File: config.mk
export PLATFORM = sky130hd
export DESIGN_NAME = bus_initiator
export DESIGN_NICKNAME = d
export VERILOG_FILES = /design/src/rtl/bus_pkg.sv /design/src/rtl/pin_sync.sv /design/src/rtl/byte_fifo.sv /design/src/rtl/bus_initiator.sv
export SDC_FILE = /design/constraint.sdc
export NUM_CORES = 1
export LEC_CHECK = 0
export BUFFER_PORTS_ARGS = -buffer_cell sky130_fd_sc_hd__clkbuf_2
export CAP_MARGIN = 15
export CORE_AREA = 10 10 218 220
export CTS_CLUSTER_SIZE = 14
export DETAILED_ROUTE_END_ITERATION = 8
export DIE_AREA = 0 0 228 230
export GPL_TIMING_DRIVEN = 0
export PLACE_DENSITY_LB_ADDON = 0.3
export SYNTH_ARGS = -nofsm -noshare
export SYNTH_HDL_FRONTEND = slang
export SYNTH_SLANG_ARGS = --single-unit
File: constraint.sdc
create_clock -name i_core_clk -period 6.41 [get_ports i_core_clk]
set_input_delay 0.641 -clock i_core_clk [delete_from_list [all_inputs] [get_ports i_core_clk]]
set_output_delay 0.641 -clock i_core_clk [all_outputs]
set_load 0.03 [all_outputs]
File: src/rtl/bus_pkg.sv
// Shared types, constants and helper functions for the parallel bus initiator.
package bus_pkg;

  localparam int ID_W = 3;
  localparam int BYTE_W = 8;
  localparam int LANES = 3;
  localparam int WIDE_W = LANES * BYTE_W;
  localparam int FIFO_DEPTH_DEF = 16;
  localparam int TIMER_W = 16;

  // Bus lines in logical sense: one means asserted, whatever the electrical level.
  typedef struct packed {
    logic bsy;
    logic sel;
    logic cd;
    logic io;
    logic msg;
    logic req;
    logic ack;
    logic atn;
    logic rst;
    logic reqb;
    logic ackb;
    logic dbp;
    logic [BYTE_W-1:0] db;
    logic [LANES-1:0] dbpw;
    logic [WIDE_W-1:0] dbw;
  } bus_pins_t;

  // A byte received from the target together with the phase it arrived in.
  typedef struct packed {
    logic [BYTE_W-1:0] data;
    logic cd;
    logic io;
    logic msg;
    logic perr;
  } rx_byte_t;

  // A word received on the wide lanes with its parity verdict.
  typedef struct packed {
    logic [WIDE_W-1:0] data;
    logic perr;
  } wide_word_t;

  // Clock rate and the bus delays this controller waits out.
  localparam int CLK_MHZ = 10;
  localparam int ARB_WAIT_NS = 3000;
  localparam int SEL_SETTLE_NS = 500;
  localparam int SEL_TIMEOUT_NS = 250000;
  localparam int DATA_SETUP_NS = 200;

  // Least times round up to whole cycles and never fall below one.
  function automatic int cycles_up(input int ns);
    int c;
    c = (ns * CLK_MHZ + 999) / 1000;
    return (c < 1) ? 1 : c;
  endfunction

  localparam logic [TIMER_W-1:0] ARB_CYC = TIMER_W'(cycles_up(ARB_WAIT_NS));
  localparam logic [TIMER_W-1:0] SETTLE_CYC = TIMER_W'(cycles_up(SEL_SETTLE_NS));
  localparam logic [TIMER_W-1:0] TIMEOUT_CYC = TIMER_W'(cycles_up(SEL_TIMEOUT_NS));
  localparam logic [TIMER_W-1:0] SETUP_CYC = TIMER_W'(cycles_up(DATA_SETUP_NS));
  localparam logic [TIMER_W-1:0] TIMER_ZERO = '0;
  localparam logic [TIMER_W-1:0] TIMER_ONE = TIMER_W'(1);

  // Odd parity: the parity bit makes the count of ones odd.
  function automatic logic odd_par(input logic [BYTE_W-1:0] b);
    return ~^b;
  endfunction

  // One odd parity bit per wide lane, lowest lane first.
  function automatic logic [LANES-1:0] lane_par(input logic [WIDE_W-1:0] w);
    logic [LANES-1:0] p;
    p = '0;
    for (int i = 0; i < LANES; i++) begin
      p[i] = odd_par(w[i*BYTE_W +: BYTE_W]);
    end
    return p;
  endfunction

  // The data line that stands for a bus ID.
  function automatic logic [BYTE_W-1:0] id_bit(input logic [ID_W-1:0] id);
    return BYTE_W'(1) << id;
  endfunction

  // True when any ID above ours is on the data lines, so we lose arbitration.
  function automatic logic outranked(input logic [BYTE_W-1:0] db, input logic [ID_W-1:0] own);
    logic hit;
    hit = 1'b0;
    for (int i = 0; i < BYTE_W; i++) begin
      if (i > int'(own) && db[i]) begin
        hit = 1'b1;
      end
    end
    return hit;
  endfunction

endpackage

File: src/rtl/pin_sync.sv
// Three-stage input synchroniser that accepts a change once the last two stages agree.
module pin_sync import bus_pkg::*; #(
  parameter int W = 1
) (
  input wire logic i_core_clk,
  input wire logic i_rst_n,
  input wire logic [W-1:0] i_async,
  output logic [W-1:0] o_sync
);

  logic [W-1:0] s1;
  logic [W-1:0] s2;
  logic [W-1:0] s3;
  logic [W-1:0] next_sync;

  // Per bit, the filtered value follows only when stages two and three agree.
  always_comb begin
    for (int i = 0; i < W; i++) begin
      next_sync[i] = (s2[i] == s3[i]) ? s3[i] : o_sync[i];
    end
  end

  // The first stage feeds only the second, which keeps metastability contained.
  always_ff @(posedge i_core_clk or negedge i_rst_n) begin
    if (!i_rst_n) begin
      s1 <= '0;
      s2 <= '0;
      s3 <= '0;
      o_sync <= '0;
    end else begin
      s1 <= i_async;
      s2 <= s1;
      s3 <= s2;
      o_sync <= next_sync;
    end
  end

endmodule

File: src/rtl/byte_fifo.sv
// Synchronous FIFO with valid and ready on both sides and a registered write ready.
module byte_fifo import bus_pkg::*; #(
  parameter int WIDTH = BYTE_W,
  parameter int DEPTH = FIFO_DEPTH_DEF
) (
  input wire logic i_core_clk,
  input wire logic i_rst_n,
  input wire logic i_wr_valid,
  input wire logic [WIDTH-1:0] i_wr_data,
  output logic o_wr_ready,
  output logic o_rd_valid,
  output logic [WIDTH-1:0] o_rd_data,
  input wire logic i_rd_ready
);

  localparam int AW = $clog2(DEPTH);

  // Pointers wrap naturally, so the depth must be a power of two.
  if (DEPTH < 2 || (1 << AW) != DEPTH || WIDTH < 1) begin : g_bad_cfg
    $error("byte_fifo depth must be a power of two of at least 2");
  end

  logic [WIDTH-1:0] mem [DEPTH];
  logic [AW-1:0] wptr;
  logic [AW-1:0] rptr;
  logic [AW:0] count;
  logic [AW-1:0] next_wptr;
  logic [AW-1:0] next_rptr;
  logic [AW:0] next_count;
  logic next_wr_ready;
  logic do_wr;
  logic do_rd;

  assign o_rd_valid = (count != '0);
  assign o_rd_data = mem[rptr];

  // Pointer and fill arithmetic; a full FIFO refuses writes through o_wr_ready.
  always_comb begin
    do_wr = i_wr_valid && o_wr_ready;
    do_rd = i_rd_ready && o_rd_valid;
    next_wptr = do_wr ? wptr + AW'(1) : wptr;
    next_rptr = do_rd ? rptr + AW'(1) : rptr;
    next_count = count + (AW+1)'(do_wr) - (AW+1)'(do_rd);
    next_wr_ready = (next_count != (AW+1)'(DEPTH));
  end

  always_ff @(posedge i_core_clk or negedge i_rst_n) begin
    if (!i_rst_n) begin
      wptr <= '0;
      rptr <= '0;
      count <= '0;
      o_wr_ready <= 1'b1;
    end else begin
      wptr <= next_wptr;
      rptr <= next_rptr;
      count <= next_count;
      o_wr_ready <= next_wr_ready;
    end
  end

  // Storage has no reset; only written entries are ever read.
  always_ff @(posedge i_core_clk) begin
    if (do_wr) begin
      mem[wptr] <= i_wr_data;
    end
  end

endmodule

File: src/rtl/bus_initiator.sv
// Initiator end of the parallel peripheral bus: arbitration, selection and byte handshakes.
module bus_initiator import bus_pkg::*; #(
  parameter int FIFO_DEPTH = FIFO_DEPTH_DEF
) (
  input wire logic i_core_clk,
  input wire logic i_rst_n,
  input wire logic [ID_W-1:0] i_own_id,
  input wire logic [ID_W-1:0] i_target_id,
  input wire logic i_start,
  input wire logic i_atn_req,
  input wire logic i_bus_reset_req,
  input wire logic i_tx_valid,
  input wire logic [BYTE_W-1:0] i_tx_data,
  output logic o_tx_ready,
  output logic o_rx_valid,
  output rx_byte_t o_rx,
  input wire logic i_rx_ready,
  input wire logic i_wide_tx_valid,
  input wire logic [WIDE_W-1:0] i_wide_tx_data,
  output logic o_wide_tx_ready,
  output logic o_wide_rx_valid,
  output wide_word_t o_wide_rx,
  input wire logic i_wide_rx_ready,
  output logic o_connected,
  output logic o_arb_lost,
  output logic o_sel_timeout,
  input wire bus_pins_t i_bus,
  output bus_pins_t o_bus_out,
  output bus_pins_t o_bus_oe
);

  if (FIFO_DEPTH < 2) begin : g_bad_depth
    $error("bus_initiator needs a FIFO depth of at least 2");
  end

  typedef enum logic [3:0] {ST_IDLE, ST_ARB, ST_SEL, ST_SEL_REL, ST_SEL_WAIT, ST_RESEL,
                            ST_CONN, ST_SETUP, ST_ACK} state_t;
  typedef enum logic [1:0] {W_IDLE, W_SETUP, W_ACK} wstate_t;

  bus_pins_t b;
  logic [$bits(bus_pins_t)-1:0] b_vec;
  logic fifo_rd_valid;
  logic [BYTE_W-1:0] fifo_rd_data;
  logic fifo_rd_ready;
  logic fifo_wr_ready;

  state_t state, next_state;
  logic [TIMER_W-1:0] timer, next_timer;
  logic [ID_W-1:0] own, next_own;
  logic [ID_W-1:0] tgt, next_tgt;
  logic xfer_in, next_xfer_in;
  logic [BYTE_W-1:0] out_byte, next_out_byte;
  logic next_rx_valid;
  rx_byte_t next_rx;
  logic next_arb_lost, next_sel_timeout, next_connected;

  wstate_t wstate, next_wstate;
  logic [TIMER_W-1:0] wtimer, next_wtimer;
  logic wide_in, next_wide_in;
  logic wfull, next_wfull;
  logic [WIDE_W-1:0] whold, next_whold;
  logic next_wide_rx_valid, next_wide_tx_ready;
  wide_word_t next_wide_rx;

  bus_pins_t drv, drv_oe;
  logic conn;

  // Every bus line arrives from outside this clock and is filtered before use.
  pin_sync #(.W($bits(bus_pins_t))) u_sync (
    .i_core_clk(i_core_clk),
    .i_rst_n(i_rst_n),
    .i_async(i_bus),
    .o_sync(b_vec)
  );
  assign b = b_vec;

  // Outbound bytes queue here so a stalled target pushes back on the source.
  byte_fifo #(.WIDTH(BYTE_W), .DEPTH(FIFO_DEPTH)) u_fifo (
    .i_core_clk(i_core_clk),
    .i_rst_n(i_rst_n),
    .i_wr_valid(i_tx_valid),
    .i_wr_data(i_tx_data),
    .o_wr_ready(fifo_wr_ready),
    .o_rd_valid(fifo_rd_valid),
    .o_rd_data(fifo_rd_data),
    .i_rd_ready(fifo_rd_ready)
  );

  // Ready is the FIFO's own registered ready; a delayed copy would accept a byte the full FIFO drops.
  assign o_tx_ready = fifo_wr_ready;

  assign conn = (state == ST_CONN) || (state == ST_SETUP) || (state == ST_ACK);

  // Main sequencer: arbitration, selection, reselection and narrow handshakes.
  always_comb begin
    next_state = state;
    next_timer = (timer != TIMER_ZERO) ? timer - TIMER_ONE : timer;
    next_own = own;
    next_tgt = tgt;
    next_xfer_in = xfer_in;
    next_out_byte = out_byte;
    next_rx = o_rx;
    next_rx_valid = o_rx_valid && !i_rx_ready;
    next_arb_lost = 1'b0;
    next_sel_timeout = 1'b0;
    fifo_rd_ready = 1'b0;
    case (state)
      ST_IDLE: begin
        // Reselection: select with direction true, busy free, and our ID on the lines.
        if (b.sel && b.io && !b.bsy && ((b.db & id_bit(i_own_id)) != '0)) begin
          next_own = i_own_id;
          next_state = ST_RESEL;
        end else if (i_start && !b.bsy && !b.sel) begin
          next_own = i_own_id;
          next_tgt = i_target_id;
          next_timer = ARB_CYC;
          next_state = ST_ARB;
        end
      end
      ST_ARB: begin
        if (timer == TIMER_ZERO) begin
          // A higher ID on the lines or a select already up means we lost.
          if (outranked(b.db, own) || b.sel) begin
            next_arb_lost = 1'b1;
            next_state = ST_IDLE;
          end else begin
            next_timer = SETTLE_CYC;
            next_state = ST_SEL;
          end
        end
      end
      ST_SEL: begin
        if (timer == TIMER_ZERO) begin
          next_timer = SETTLE_CYC;
          next_state = ST_SEL_REL;
        end
      end
      ST_SEL_REL: begin
        // Our own busy release must clear the filter before the target's busy counts.
        if (timer == TIMER_ZERO) begin
          next_timer = TIMEOUT_CYC;
          next_state = ST_SEL_WAIT;
        end
      end
      ST_SEL_WAIT: begin
        if (b.bsy) begin
          next_state = ST_CONN;
        end else if (timer == TIMER_ZERO) begin
          next_sel_timeout = 1'b1;
          next_state = ST_IDLE;
        end
      end
      ST_RESEL: begin
        if (!b.sel) begin
          next_state = ST_CONN;
        end
      end
      ST_CONN: begin
        if (!b.bsy) begin
          next_state = ST_IDLE;
        end else if (b.req) begin
          if (b.io) begin
            // Inbound byte is taken only when the previous one has been consumed.
            if (!o_rx_valid) begin
              next_rx.data = b.db;
              next_rx.cd = b.cd;
              next_rx.io = b.io;
              next_rx.msg = b.msg;
              next_rx.perr = (b.dbp != odd_par(b.db));
              next_rx_valid = 1'b1;
              next_xfer_in = 1'b1;
              next_state = ST_ACK;
            end
          end else if (fifo_rd_valid) begin
            fifo_rd_ready = 1'b1;
            next_out_byte = fifo_rd_data;
            next_xfer_in = 1'b0;
            next_timer = SETUP_CYC;
            next_state = ST_SETUP;
          end
        end
      end
      ST_SETUP: begin
        if (timer == TIMER_ZERO) begin
          next_state = ST_ACK;
        end
      end
      ST_ACK: begin
        if (!b.req) begin
          next_state = ST_CONN;
        end
      end
      default: begin
        next_state = ST_IDLE;
      end
    endcase
    // A reset seen on the bus drops every role at once.
    if (b.rst) begin
      next_state = ST_IDLE;
    end
    next_connected = (next_state == ST_CONN) || (next_state == ST_SETUP) || (next_state == ST_ACK);
  end

  always_ff @(posedge i_core_clk or negedge i_rst_n) begin
    if (!i_rst_n) begin
      state <= ST_IDLE;
      timer <= TIMER_ZERO;
      own <= '0;
      tgt <= '0;
      xfer_in <= 1'b0;
      out_byte <= '0;
      o_rx <= '0;
      o_rx_valid <= 1'b0;
      o_arb_lost <= 1'b0;
      o_sel_timeout <= 1'b0;
      o_connected <= 1'b0;
    end else begin
      state <= next_state;
      timer <= next_timer;
      own <= next_own;
      tgt <= next_tgt;
      xfer_in <= next_xfer_in;
      out_byte <= next_out_byte;
      o_rx <= next_rx;
      o_rx_valid <= next_rx_valid;
      o_arb_lost <= next_arb_lost;
      o_sel_timeout <= next_sel_timeout;
      o_connected <= next_connected;
    end
  end

  // Wide-lane handshake, live only in data phases while connected.
  always_comb begin
    next_wstate = wstate;
    next_wtimer = (wtimer != TIMER_ZERO) ? wtimer - TIMER_ONE : wtimer;
    next_wide_in = wide_in;
    next_whold = whold;
    next_wfull = wfull || (i_wide_tx_valid && o_wide_tx_ready);
    if (i_wide_tx_valid && o_wide_tx_ready) begin
      next_whold = i_wide_tx_data;
    end
    next_wide_rx = o_wide_rx;
    next_wide_rx_valid = o_wide_rx_valid && !i_wide_rx_ready;
    case (wstate)
      W_IDLE: begin
        if (conn && b.reqb && !b.cd && !b.msg) begin
          if (b.io) begin
            if (!o_wide_rx_valid) begin
              next_wide_rx.data = b.dbw;
              next_wide_rx.perr = (b.dbpw != lane_par(b.dbw));
              next_wide_rx_valid = 1'b1;
              next_wide_in = 1'b1;
              next_wstate = W_ACK;
            end
          end else if (wfull) begin
            next_wfull = 1'b0;
            next_wide_in = 1'b0;
            next_wtimer = SETUP_CYC;
            next_wstate = W_SETUP;
          end
        end
      end
      W_SETUP: begin
        if (wtimer == TIMER_ZERO) begin
          next_wstate = W_ACK;
        end
      end
      W_ACK: begin
        if (!b.reqb) begin
          next_wstate = W_IDLE;
        end
      end
      default: begin
        next_wstate = W_IDLE;
      end
    endcase
    if (!conn || b.rst) begin
      next_wstate = W_IDLE;
    end
    next_wide_tx_ready = !next_wfull;
  end

  always_ff @(posedge i_core_clk or negedge i_rst_n) begin
    if (!i_rst_n) begin
      wstate <= W_IDLE;
      wtimer <= TIMER_ZERO;
      wide_in <= 1'b0;
      wfull <= 1'b0;
      whold <= '0;
      o_wide_rx <= '0;
      o_wide_rx_valid <= 1'b0;
      o_wide_tx_ready <= 1'b0;
    end else begin
      wstate <= next_wstate;
      wtimer <= next_wtimer;
      wide_in <= next_wide_in;
      wfull <= next_wfull;
      whold <= next_whold;
      o_wide_rx <= next_wide_rx;
      o_wide_rx_valid <= next_wide_rx_valid;
      o_wide_tx_ready <= next_wide_tx_ready;
    end
  end

  // Pin drive. Wired-OR lines only ever assert; the rest are actively negated for speed.
  always_comb begin
    drv = '0;
    drv_oe = '0;
    // Target-sourced lines stay released; no enable is ever raised for them.
    drv_oe.bsy = (state == ST_ARB) || (state == ST_SEL) || (state == ST_RESEL);
    drv.bsy = 1'b1;
    drv_oe.sel = (state == ST_SEL) || (state == ST_SEL_REL) || (state == ST_SEL_WAIT);
    drv.sel = 1'b1;
    drv_oe.rst = i_bus_reset_req;
    drv.rst = 1'b1;
    drv_oe.atn = (state >= ST_SEL) && (state != ST_RESEL);
    drv.atn = i_atn_req;
    drv_oe.ack = conn;
    drv.ack = (state == ST_ACK);
    drv_oe.ackb = conn;
    drv.ackb = (wstate == W_ACK);
    case (state)
      ST_ARB: begin
        // Only our own ID line, parity left released.
        drv_oe.db = id_bit(own);
        drv.db = id_bit(own);
      end
      ST_SEL, ST_SEL_REL, ST_SEL_WAIT: begin
        drv_oe.db = '1;
        drv.db = id_bit(own) | id_bit(tgt);
        drv_oe.dbp = 1'b1;
        drv.dbp = odd_par(drv.db);
      end
      ST_SETUP, ST_ACK: begin
        drv_oe.db = {BYTE_W{!xfer_in}};
        drv.db = out_byte;
        drv_oe.dbp = !xfer_in;
        drv.dbp = odd_par(out_byte);
      end
      default: begin
        drv_oe.db = '0;
      end
    endcase
    if ((wstate == W_SETUP || wstate == W_ACK) && !wide_in) begin
      drv_oe.dbw = '1;
      drv.dbw = whold;
      drv_oe.dbpw = '1;
      drv.dbpw = lane_par(whold);
    end
    // A bus reset releases everything except our own reset drive.
    if (b.rst) begin
      drv_oe = '0;
      drv_oe.rst = i_bus_reset_req;
    end
  end

  always_ff @(posedge i_core_clk or negedge i_rst_n) begin
    if (!i_rst_n) begin
      o_bus_out <= '0;
      o_bus_oe <= '0;
    end else begin
      o_bus_out <= drv;
      o_bus_oe <= drv_oe;
    end
  end

  // Checks on what this end drives onto the bus.
  property p_or_tied;
    @(posedge i_core_clk) disable iff (!i_rst_n)
      (o_bus_oe.bsy |-> o_bus_out.bsy) and (o_bus_oe.sel |-> o_bus_out.sel) and (o_bus_oe.rst |-> o_bus_out.rst);
  endproperty
  a_or_tied: assert property (p_or_tied) else $error("wired-OR line driven false");

  property p_target_lines;
    @(posedge i_core_clk) disable iff (!i_rst_n)
      !(o_bus_oe.cd || o_bus_oe.io || o_bus_oe.msg || o_bus_oe.req || o_bus_oe.reqb);
  endproperty
  a_target_lines: assert property (p_target_lines) else $error("target-only line driven");

  property p_arb_parity;
    @(posedge i_core_clk) disable iff (!i_rst_n)
      $past(state) == ST_ARB |-> (!o_bus_oe.dbp || o_bus_out.dbp);
  endproperty
  a_arb_parity: assert property (p_arb_parity) else $error("parity driven false in arbitration");

  property p_arb_id;
    @(posedge i_core_clk) disable iff (!i_rst_n)
      $past(state) == ST_ARB && !b.rst |-> o_bus_oe.db == id_bit(own) && o_bus_out.db == id_bit(own);
  endproperty
  a_arb_id: assert property (p_arb_id) else $error("arbitration drives other than own ID");

  property p_narrow_parity;
    @(posedge i_core_clk) disable iff (!i_rst_n)
      o_bus_oe.dbp |-> o_bus_out.dbp == ~^o_bus_out.db;
  endproperty
  a_narrow_parity: assert property (p_narrow_parity) else $error("narrow parity not odd");

  property p_wide_parity;
    @(posedge i_core_clk) disable iff (!i_rst_n)
      o_bus_oe.dbpw != '0 |-> o_bus_out.dbpw == lane_par(o_bus_out.dbw);
  endproperty
  a_wide_parity: assert property (p_wide_parity) else $error("wide lane parity not odd");

  property p_data_dir;
    @(posedge i_core_clk) disable iff (!i_rst_n)
      o_bus_oe.db != '0 && $past(conn) |-> !$past(xfer_in);
  endproperty
  a_data_dir: assert property (p_data_dir) else $error("data driven during inbound transfer");

  property p_ack_after_req;
    @(posedge i_core_clk) disable iff (!i_rst_n)
      $rose(o_bus_out.ack) |-> $past(b.req) || $past(state) == ST_SETUP;
  endproperty
  a_ack_after_req: assert property (p_ack_after_req) else $error("acknowledge without request");

  property p_ackb_after_reqb;
    @(posedge i_core_clk) disable iff (!i_rst_n)
      $rose(o_bus_out.ackb) |-> $past(b.reqb) || $past(wstate) == W_SETUP;
  endproperty
  a_ackb_after_reqb: assert property (p_ackb_after_reqb) else $error("wide acknowledge without request");

  property p_reset_drive;
    @(posedge i_core_clk) disable iff (!i_rst_n)
      i_bus_reset_req |=> o_bus_oe.rst ##1 (!b.rst || (o_bus_oe.bsy == 1'b0 && o_bus_oe.db == '0));
  endproperty
  a_reset_drive: assert property (p_reset_drive) else $error("bus reset not driven or roles kept");

endmodule

==> results of run 1 <==
-- per-layer routing --
layer  track usage  part of all wire  vias to the layer above
met2         0.256              0.49                      286
met4        0.0519             0.022                        0
met5             0                 0                        -
met1         0.208              0.44                     5452
li1              -                 -                     5025
met3        0.0311             0.052                       57
-- logic make-up (layout without fill, tap and decap cells) --
group | count (synthesis) | after routing | share of synthesized area
buffers and inverters | 116 | 429 | 0.0315
adders and majority gates | 65 | 65 | 0.0371
and+or+nand+nor | 257 | 257 | 0.0714
xor gates and xnor gates | 97 | 97 | 0.0443
DFF | 495 | 495 | 0.680
muxes | 118 | 118 | 0.0926
other | 2 | 12 | 0.000392
AOI/OAI and AO/OA | 119 | 119 | 0.0426
-- worst paths after layout --
check	from	to	slack [ns]	cells past startpoint
setup / recovery	u_fifo.count[3]	u_fifo.o_wr_ready	2.57	17
hold / removal	i_rst_n	o_bus_out[7]	0.07	1
setup reg to reg	u_fifo.count[3]	u_fifo.o_wr_ready	2.57	17
hold reg to reg	u_sync.s1[34]	u_sync.s2[34]	0.33	0
max in group asynchronous	i_rst_n	o_bus_out[29]	5.35	2
min in group i_core_clk	i_bus_reset_req	o_bus_oe[38]	0.16	1
-- final cells by class --
type | count | area, um^2 | area share
antenna | 1 | 2.50 | 0.000110
buffer | 81 | 472 | 0.0207
clock buffer | 63 | 1360 | 0.0596
clock inverter | 29 | 338 | 0.0148
inverter | 35 | 131 | 0.00576
multi-input combinational | 667 | 5560 | 0.244
sequential | 495 | 13000 | 0.571
tap | 585 | 732 | 0.0321
timing repair buffer | 221 | 1180 | 0.0518
-- cell usage in the layout (no fill, tap or decap), types with 12 or more instances in the layout --
| cell | instances |
|---|---|
| nor3_1 | 26 |
| clkbuf_1 | 35 |
| mux4_2 | 40 |
| xor2_1 | 13 |
| a21oi_1 | 34 |
| edfxtp_1 | 128 |
| clkbuf_16 | 50 |
| o21ai_0 | 26 |
| nand2_1 | 54 |
| nor2_1 | 58 |
| buf_4 | 41 |
| and2_1 | 38 |
| xnor2_1 | 84 |
| clkbuf_2 | 216 |
| dfrtp_1 | 366 |
| inv_1 | 35 |
| ha_1 | 20 |
| clkinv_2 | 12 |
| mux2_2 | 72 |
| maj3_1 | 44 |
-- flip-flops by register name, indices dropped and copies added, names as in the netlist, 24 cells and up --
| register | flops |
|---|---|
| whold | 24 |
| o_wide_rx | 25 |
| o_bus_out | 40 |
| u_fifo.mem | 128 |
| u_sync.o_sync | 44 |
| u_sync.s2 | 44 |
| u_sync.s3 | 44 |
| u_sync.s1 | 44 |
-- critical path, delay by kind of cell, from the launching register on --
family	cells	cell delay, ns
buffers and inverters	5	0.47
and+or+nand+nor	6	1.60
DFF	1	0.39
adders and majority gates	4	1.04
AOI/OAI and AO/OA	1	0.06
xor gates and xnor gates	1	0.19
-- report_power, final --
group	internal, mW	total, mW	switching [mW]	leakage, nW
sequential	3.60	3.84	0.242	5.73
clock	1.75	2.95	1.20	0.829
combinational	0.609	1.42	0.810	3.28
total	5.96	8.22	2.25	9.85
==> impl_metrics.json, run 1 <==
{
  "status": "finished clean",
  "path_class": "reg2reg",
  "synth_area_leader_cell": "dfrtp_1",
  "wl_per_cell_um": 18.8,
  "syn_to_final_growth_pct": 19.0,
  "die_h_um": 230,
  "cp_slowest_cell": "nor4b_1",
  "final_area_um2": 22800,
  "crit_path_max_fanout": 6,
  "fin_total_pwr_mw": 8.22,
  "synth-edff-count": 128,
  "h-tree-depth": 2,
  "drt-initial-drc-count": 640,
  "boundaryPins": 232,
  "clock_latency_ns": 0.59,
  "antenna_left": 0,
  "maxSlewHeadroom": 0.261,
  "clockRootBuffer": "clkbuf_16",
  "initial_utilization": 0.447,
  "first_pass_iters": 5,
  "ys.flop_type": "dfrtp_1",
  "die_x_um": 228,
  "whs_ns": 0.0707,
  "timing.final.ws_setup_ns": 2.57,
  "ys_types": 72,
  "layout-drive-gt1-share": 0.302,
  "syn_inst": 1269,
  "track_usage": 0.157,
  "period_minus_slack_ns": 3.84,
  "fin_nets": 1666,
  "cts_resized": 0,
  "final_core_util": 0.532,
  "grt_pass1_wl_mm": 65.3,
  "hold_class": "in2async",
  "yosysMostFrequentCell": "dfrtp_1",
  "gr-total-overflow": 0,
  "crit_chain": "inv_1 > ha_1 > nor4b_1 > nor3b_1 > nand4_1 > inv_1 > ha_1 > inv_1 > ha_1 > inv_1 > fa_1 > inv_1 > a21oi_1 > nor2_1 > nor2_1 > xnor2_1 > nand2_1",
  "cpMostUsedCell": "inv_1",
  "mappedNetlistArea_um2": 19200,
  "place_worst_setup_slack_ns": 2.69,
  "die_area_um2": 52400,
  "place_area_um2": 21100,
  "antenna_found_initial": 1,
  "cp-start-kind": "flop",
  "cts_tree": "built",
  "fin_cells": 2177,
  "yosys-top-cells-area": "dfrtp_1, edfxtp_1, mux4_2",
  "portBuffers": 217,
  "cts.sinks": 495,
  "setup_viol": 0,
  "ir_worst_vdd_mv": 0.216,
  "ys_seq_elements": 495,
  "worst_pin_slew_ns": 1.09,
  "core_area_um2": 42900,
  "async_flop_share": 0.741,
  "cts_buffers": 50,
  "arrival_ns": 4.33,
  "first_global_vias": 11200,
  "post-place-cells": 2083,
  "synth-seq-area-share": 0.680,
  "skew_ns": 0.0188,
  "hold_viol": 0,
  "setup_tns_ns": 0,
  "hold_buffers": 0,
  "yosysWarnings": 0,
  "yosysTopAreaCellShare": 0.478,
  "synth.avg_cell_area_um2": 15.1,
  "slowest_delay_ns": 0.87,
  "drv_cap": 0,
  "synth_common_cells": "dfrtp_1, edfxtp_1, xnor2_1, mux2_2, nor2_1",
  "rsz0062_at_grt": "no",
  "p_leak_nw": 9.85,
  "max-clock-path-buffers": 3,
  "worst_setup_path_end_kind": "flop",
  "drt-total-wl_mm": 40.9,
  "grt_max_degree": 112,
  "power_density_nw_per_um2": 360,
  "drv_slew": 0,
  "detailroute.via_count": 10800,
  "required_ns": 6.90,
  "num_rows": 76,
  "post-route-period-util": 0.599,
  "gp_congestion": 0.868,
  "clkTransAtPathRegs_ns": 0.06,
  "fmax_mhz": 260,
  "avgViaCountPerCell": 4.97,
  "fillCellCount": 3590,
  "route.detailed.drc": 0,
  "dpl.hpwl_mm": 29.3,
  "post_cts_buffers": 0
}
Note: power is estimated with default switching activity, not from simulation.
==> run 2: changes to the inputs <==
ABC_AREA = 1   (was unset)
CORE_AREA = 10 10 221 223   (was 10 10 218 220)
DIE_AREA = 0 0 231 233   (was 0 0 228 230)
clock period = 3.1 ns   (was 6.41 ns; I/O delays follow)
==> impl_metrics.json, run 2 <==
{
  "final_core_util": 0.548,
  "crit_chain": "inv_1 > nand2_1 > inv_2 > nand2_1 > nor2_2 > nand2_2 > clkinv_4 > ha_1 > inv_1 > ha_1 > inv_1 > fa_1 > o21ai_0 > a21oi_1 > xor2_1 > nand2_2",
  "cts_buffers": 52,
  "grt_pass1_wl_mm": 74.4,
  "post-place-cells": 2633,
  "cp-start-kind": "flop",
  "dpl.hpwl_mm": 32.7,
  "gp_congestion": 0.886,
  "path_class": "reg2reg",
  "clock_latency_ns": 0.60,
  "mappedNetlistArea_um2": 19700,
  "die_area_um2": 53800,
  "clockRootBuffer": "clkbuf_16",
  "fin_total_pwr_mw": 18.0,
  "num_rows": 77,
  "yosys-top-cells-area": "dfrtp_1, edfxtp_1, nand2_1",
  "wl_per_cell_um": 16.5,
  "worst_pin_slew_ns": 0.909,
  "arrival_ns": 3.42,
  "hold_viol": 0,
  "layout.cells.most_common": "dfrtp_1",
  "synth-edff-count": 128,
  "maxSlewHeadroom": 0.392,
  "avgViaCountPerCell": 4.85,
  "cts_tree": "built",
  "fmax_mhz": 343,
  "rsz0062_at_grt": "no",
  "yosysMostFrequentCell": "dfrtp_1",
  "post-route-period-util": 0.941,
  "place_worst_setup_slack_ns": -0.172,
  "final_cell_mix": "dfrtp_1, nand2_1, nor2_1, clkbuf_2, inv_1",
  "fin_cells": 2808,
  "drt-initial-drc-count": 866,
  "die_h_um": 233,
  "status": "finished clean",
  "portBuffers": 218,
  "first_pass_iters": 5,
  "antenna_left": 0,
  "drt-total-wl_mm": 46.3,
  "setup_tns_ns": 0,
  "syn_inst": 1811,
  "required_ns": 3.60,
  "grt_max_degree": 117,
  "cts.sinks": 495,
  "ir_worst_vdd_mv": 0.456,
  "drv_slew": 0,
  "ys.flop_type": "dfrtp_1",
  "die_x_um": 231,
  "power_density_nw_per_um2": 743,
  "clkTransAtPathRegs_ns": 0.06,
  "place_area_um2": 21600,
  "max-clock-path-buffers": 3,
  "boundaryPins": 232,
  "drv_cap": 0,
  "core_area_um2": 44100,
  "initial_utilization": 0.446,
  "route.detailed.drc": 0,
  "first_global_vias": 13800,
  "final_area_um2": 24200,
  "hold_class": "in2reg",
  "yosysWarnings": 0,
  "layout-drive-gt1-share": 0.176,
  "fillCellCount": 3735,
  "crit_path_max_fanout": 5,
  "async_flop_share": 0.741,
  "track_usage": 0.171,
  "detailroute.via_count": 13600,
  "timing.final.ws_setup_ns": 0.183,
  "syn_to_final_growth_pct": 22.9,
  "cp_slowest_cell": "fa_1",
  "yosysTopAreaCellShare": 0.465,
  "period_minus_slack_ns": 2.92,
  "cpMostUsedCell": "inv_1",
  "whs_ns": 0.0296,
  "gr-total-overflow": 0,
  "worst_setup_path_end_kind": "flop",
  "synth_area_leader_cell": "dfrtp_1",
  "synth.avg_cell_area_um2": 10.9,
  "h-tree-depth": 2,
  "synth_common_cells": "dfrtp_1, nand2_1, nor2_1, inv_1, edfxtp_1",
  "skew_ns": 0.0144,
  "fin_nets": 2288,
  "regMostFlops": "u_fifo.mem",
  "slowest_delay_ns": 0.42,
  "p_leak_nw": 11.5,
  "ys_seq_elements": 495,
  "antenna_found_initial": 4,
  "ys_types": 46,
  "synth-seq-area-share": 0.662,
  "setup_viol": 0,
  "largest_register_ffs": 128
}
[run 2: cell types whose count changed after synthesis, moves of 30 or more]
cell      delta
mux4_2      -40
inv_1      +130
and2_1      -37
xnor2_1     -38
nor2_1     +175
o211ai_1    +30
mux2_2      -72
o21ai_0     +73
nand2_1    +283
nand3_1     +56
[run 2: final cells by class]
class | count | area, um^2 | share of cell area
Clock inverter | 25 | 262 | 0.0108
Multi-Input combinational cell | 1068 | 5570 | 0.230
Timing Repair Buffer | 300 | 1970 | 0.0814
Tap cell | 592 | 741 | 0.0306
Sequential cell | 495 | 13000 | 0.539
Clock buffer | 71 | 1490 | 0.0614
Buffer | 81 | 473 | 0.0196
Antenna cell | 1 | 2.50 | 0.000103
Inverter | 175 | 662 | 0.0274
[run 2: worst paths after layout]
| check | start | to | slack [ns] | depth (start not counted) |
|---|---|---|---|---|
| setup / recovery | state[3] | u_fifo.o_wr_ready | 0.18 | 16 |
| hold / removal | i_tx_valid | u_fifo.wptr[0] | 0.03 | 3 |
| setup reg to reg | state[3] | u_fifo.o_wr_ready | 0.18 | 16 |
| hold reg to reg | u_sync.s1[15] | u_sync.s2[15] | 0.35 | 0 |
| max in group asynchronous | i_rst_n | u_fifo.wptr[2] | 1.44 | 4 |
| min in group asynchronous | i_rst_n | whold[12] | 0.27 | 2 |
[run 2: logic make-up after synthesis]
logic type,count (synthesis),synth area share
DFF,495,0.662
AOI/OAI and AO/OA,204,0.0587
xor gates and xnor gates,81,0.0360
adders and majority gates,65,0.0361
and+or+nand+nor,707,0.149
buffers and inverters,257,0.0576
other,2,0.000382
[run 2: repair_timing]
item	4_1_cts	5_1_grt
setup buffers	0	2
hold buffers	77	0
setup endpoints to repair	2	2
pin swaps	0	1
hold endpoints to repair	139	0
gates resized for setup	4	3
[run 2: worst max-delay path: cells and delay by family (launching register included)]
kind	cells	cell delay, ns
flip-flops	1	0.40
AND/OR/NAND/NOR	5	0.74
AO/OA/AOI/OAI	2	0.27
adder cells (fa/ha/maj)	3	0.79
XOR/XNOR	1	0.21
buffers and inverters	5	0.39
[run 2: metal layers]
| layer | wire (um) | track usage |
|---|---|---|
| met5 | 27 | 0 |
| met4 | 962 | 0.0502 |
| met3 | 3150 | 0.0428 |
| met2 | 22200 | 0.280 |
| met1 | 19900 | 0.220 |
[run 2: power by group]
part | switching, mW | internal, mW
registers | 0.523 | 7.51
logic | 2.32 | 1.35
clock network | 2.57 | 3.70
total | 5.41 | 12.6
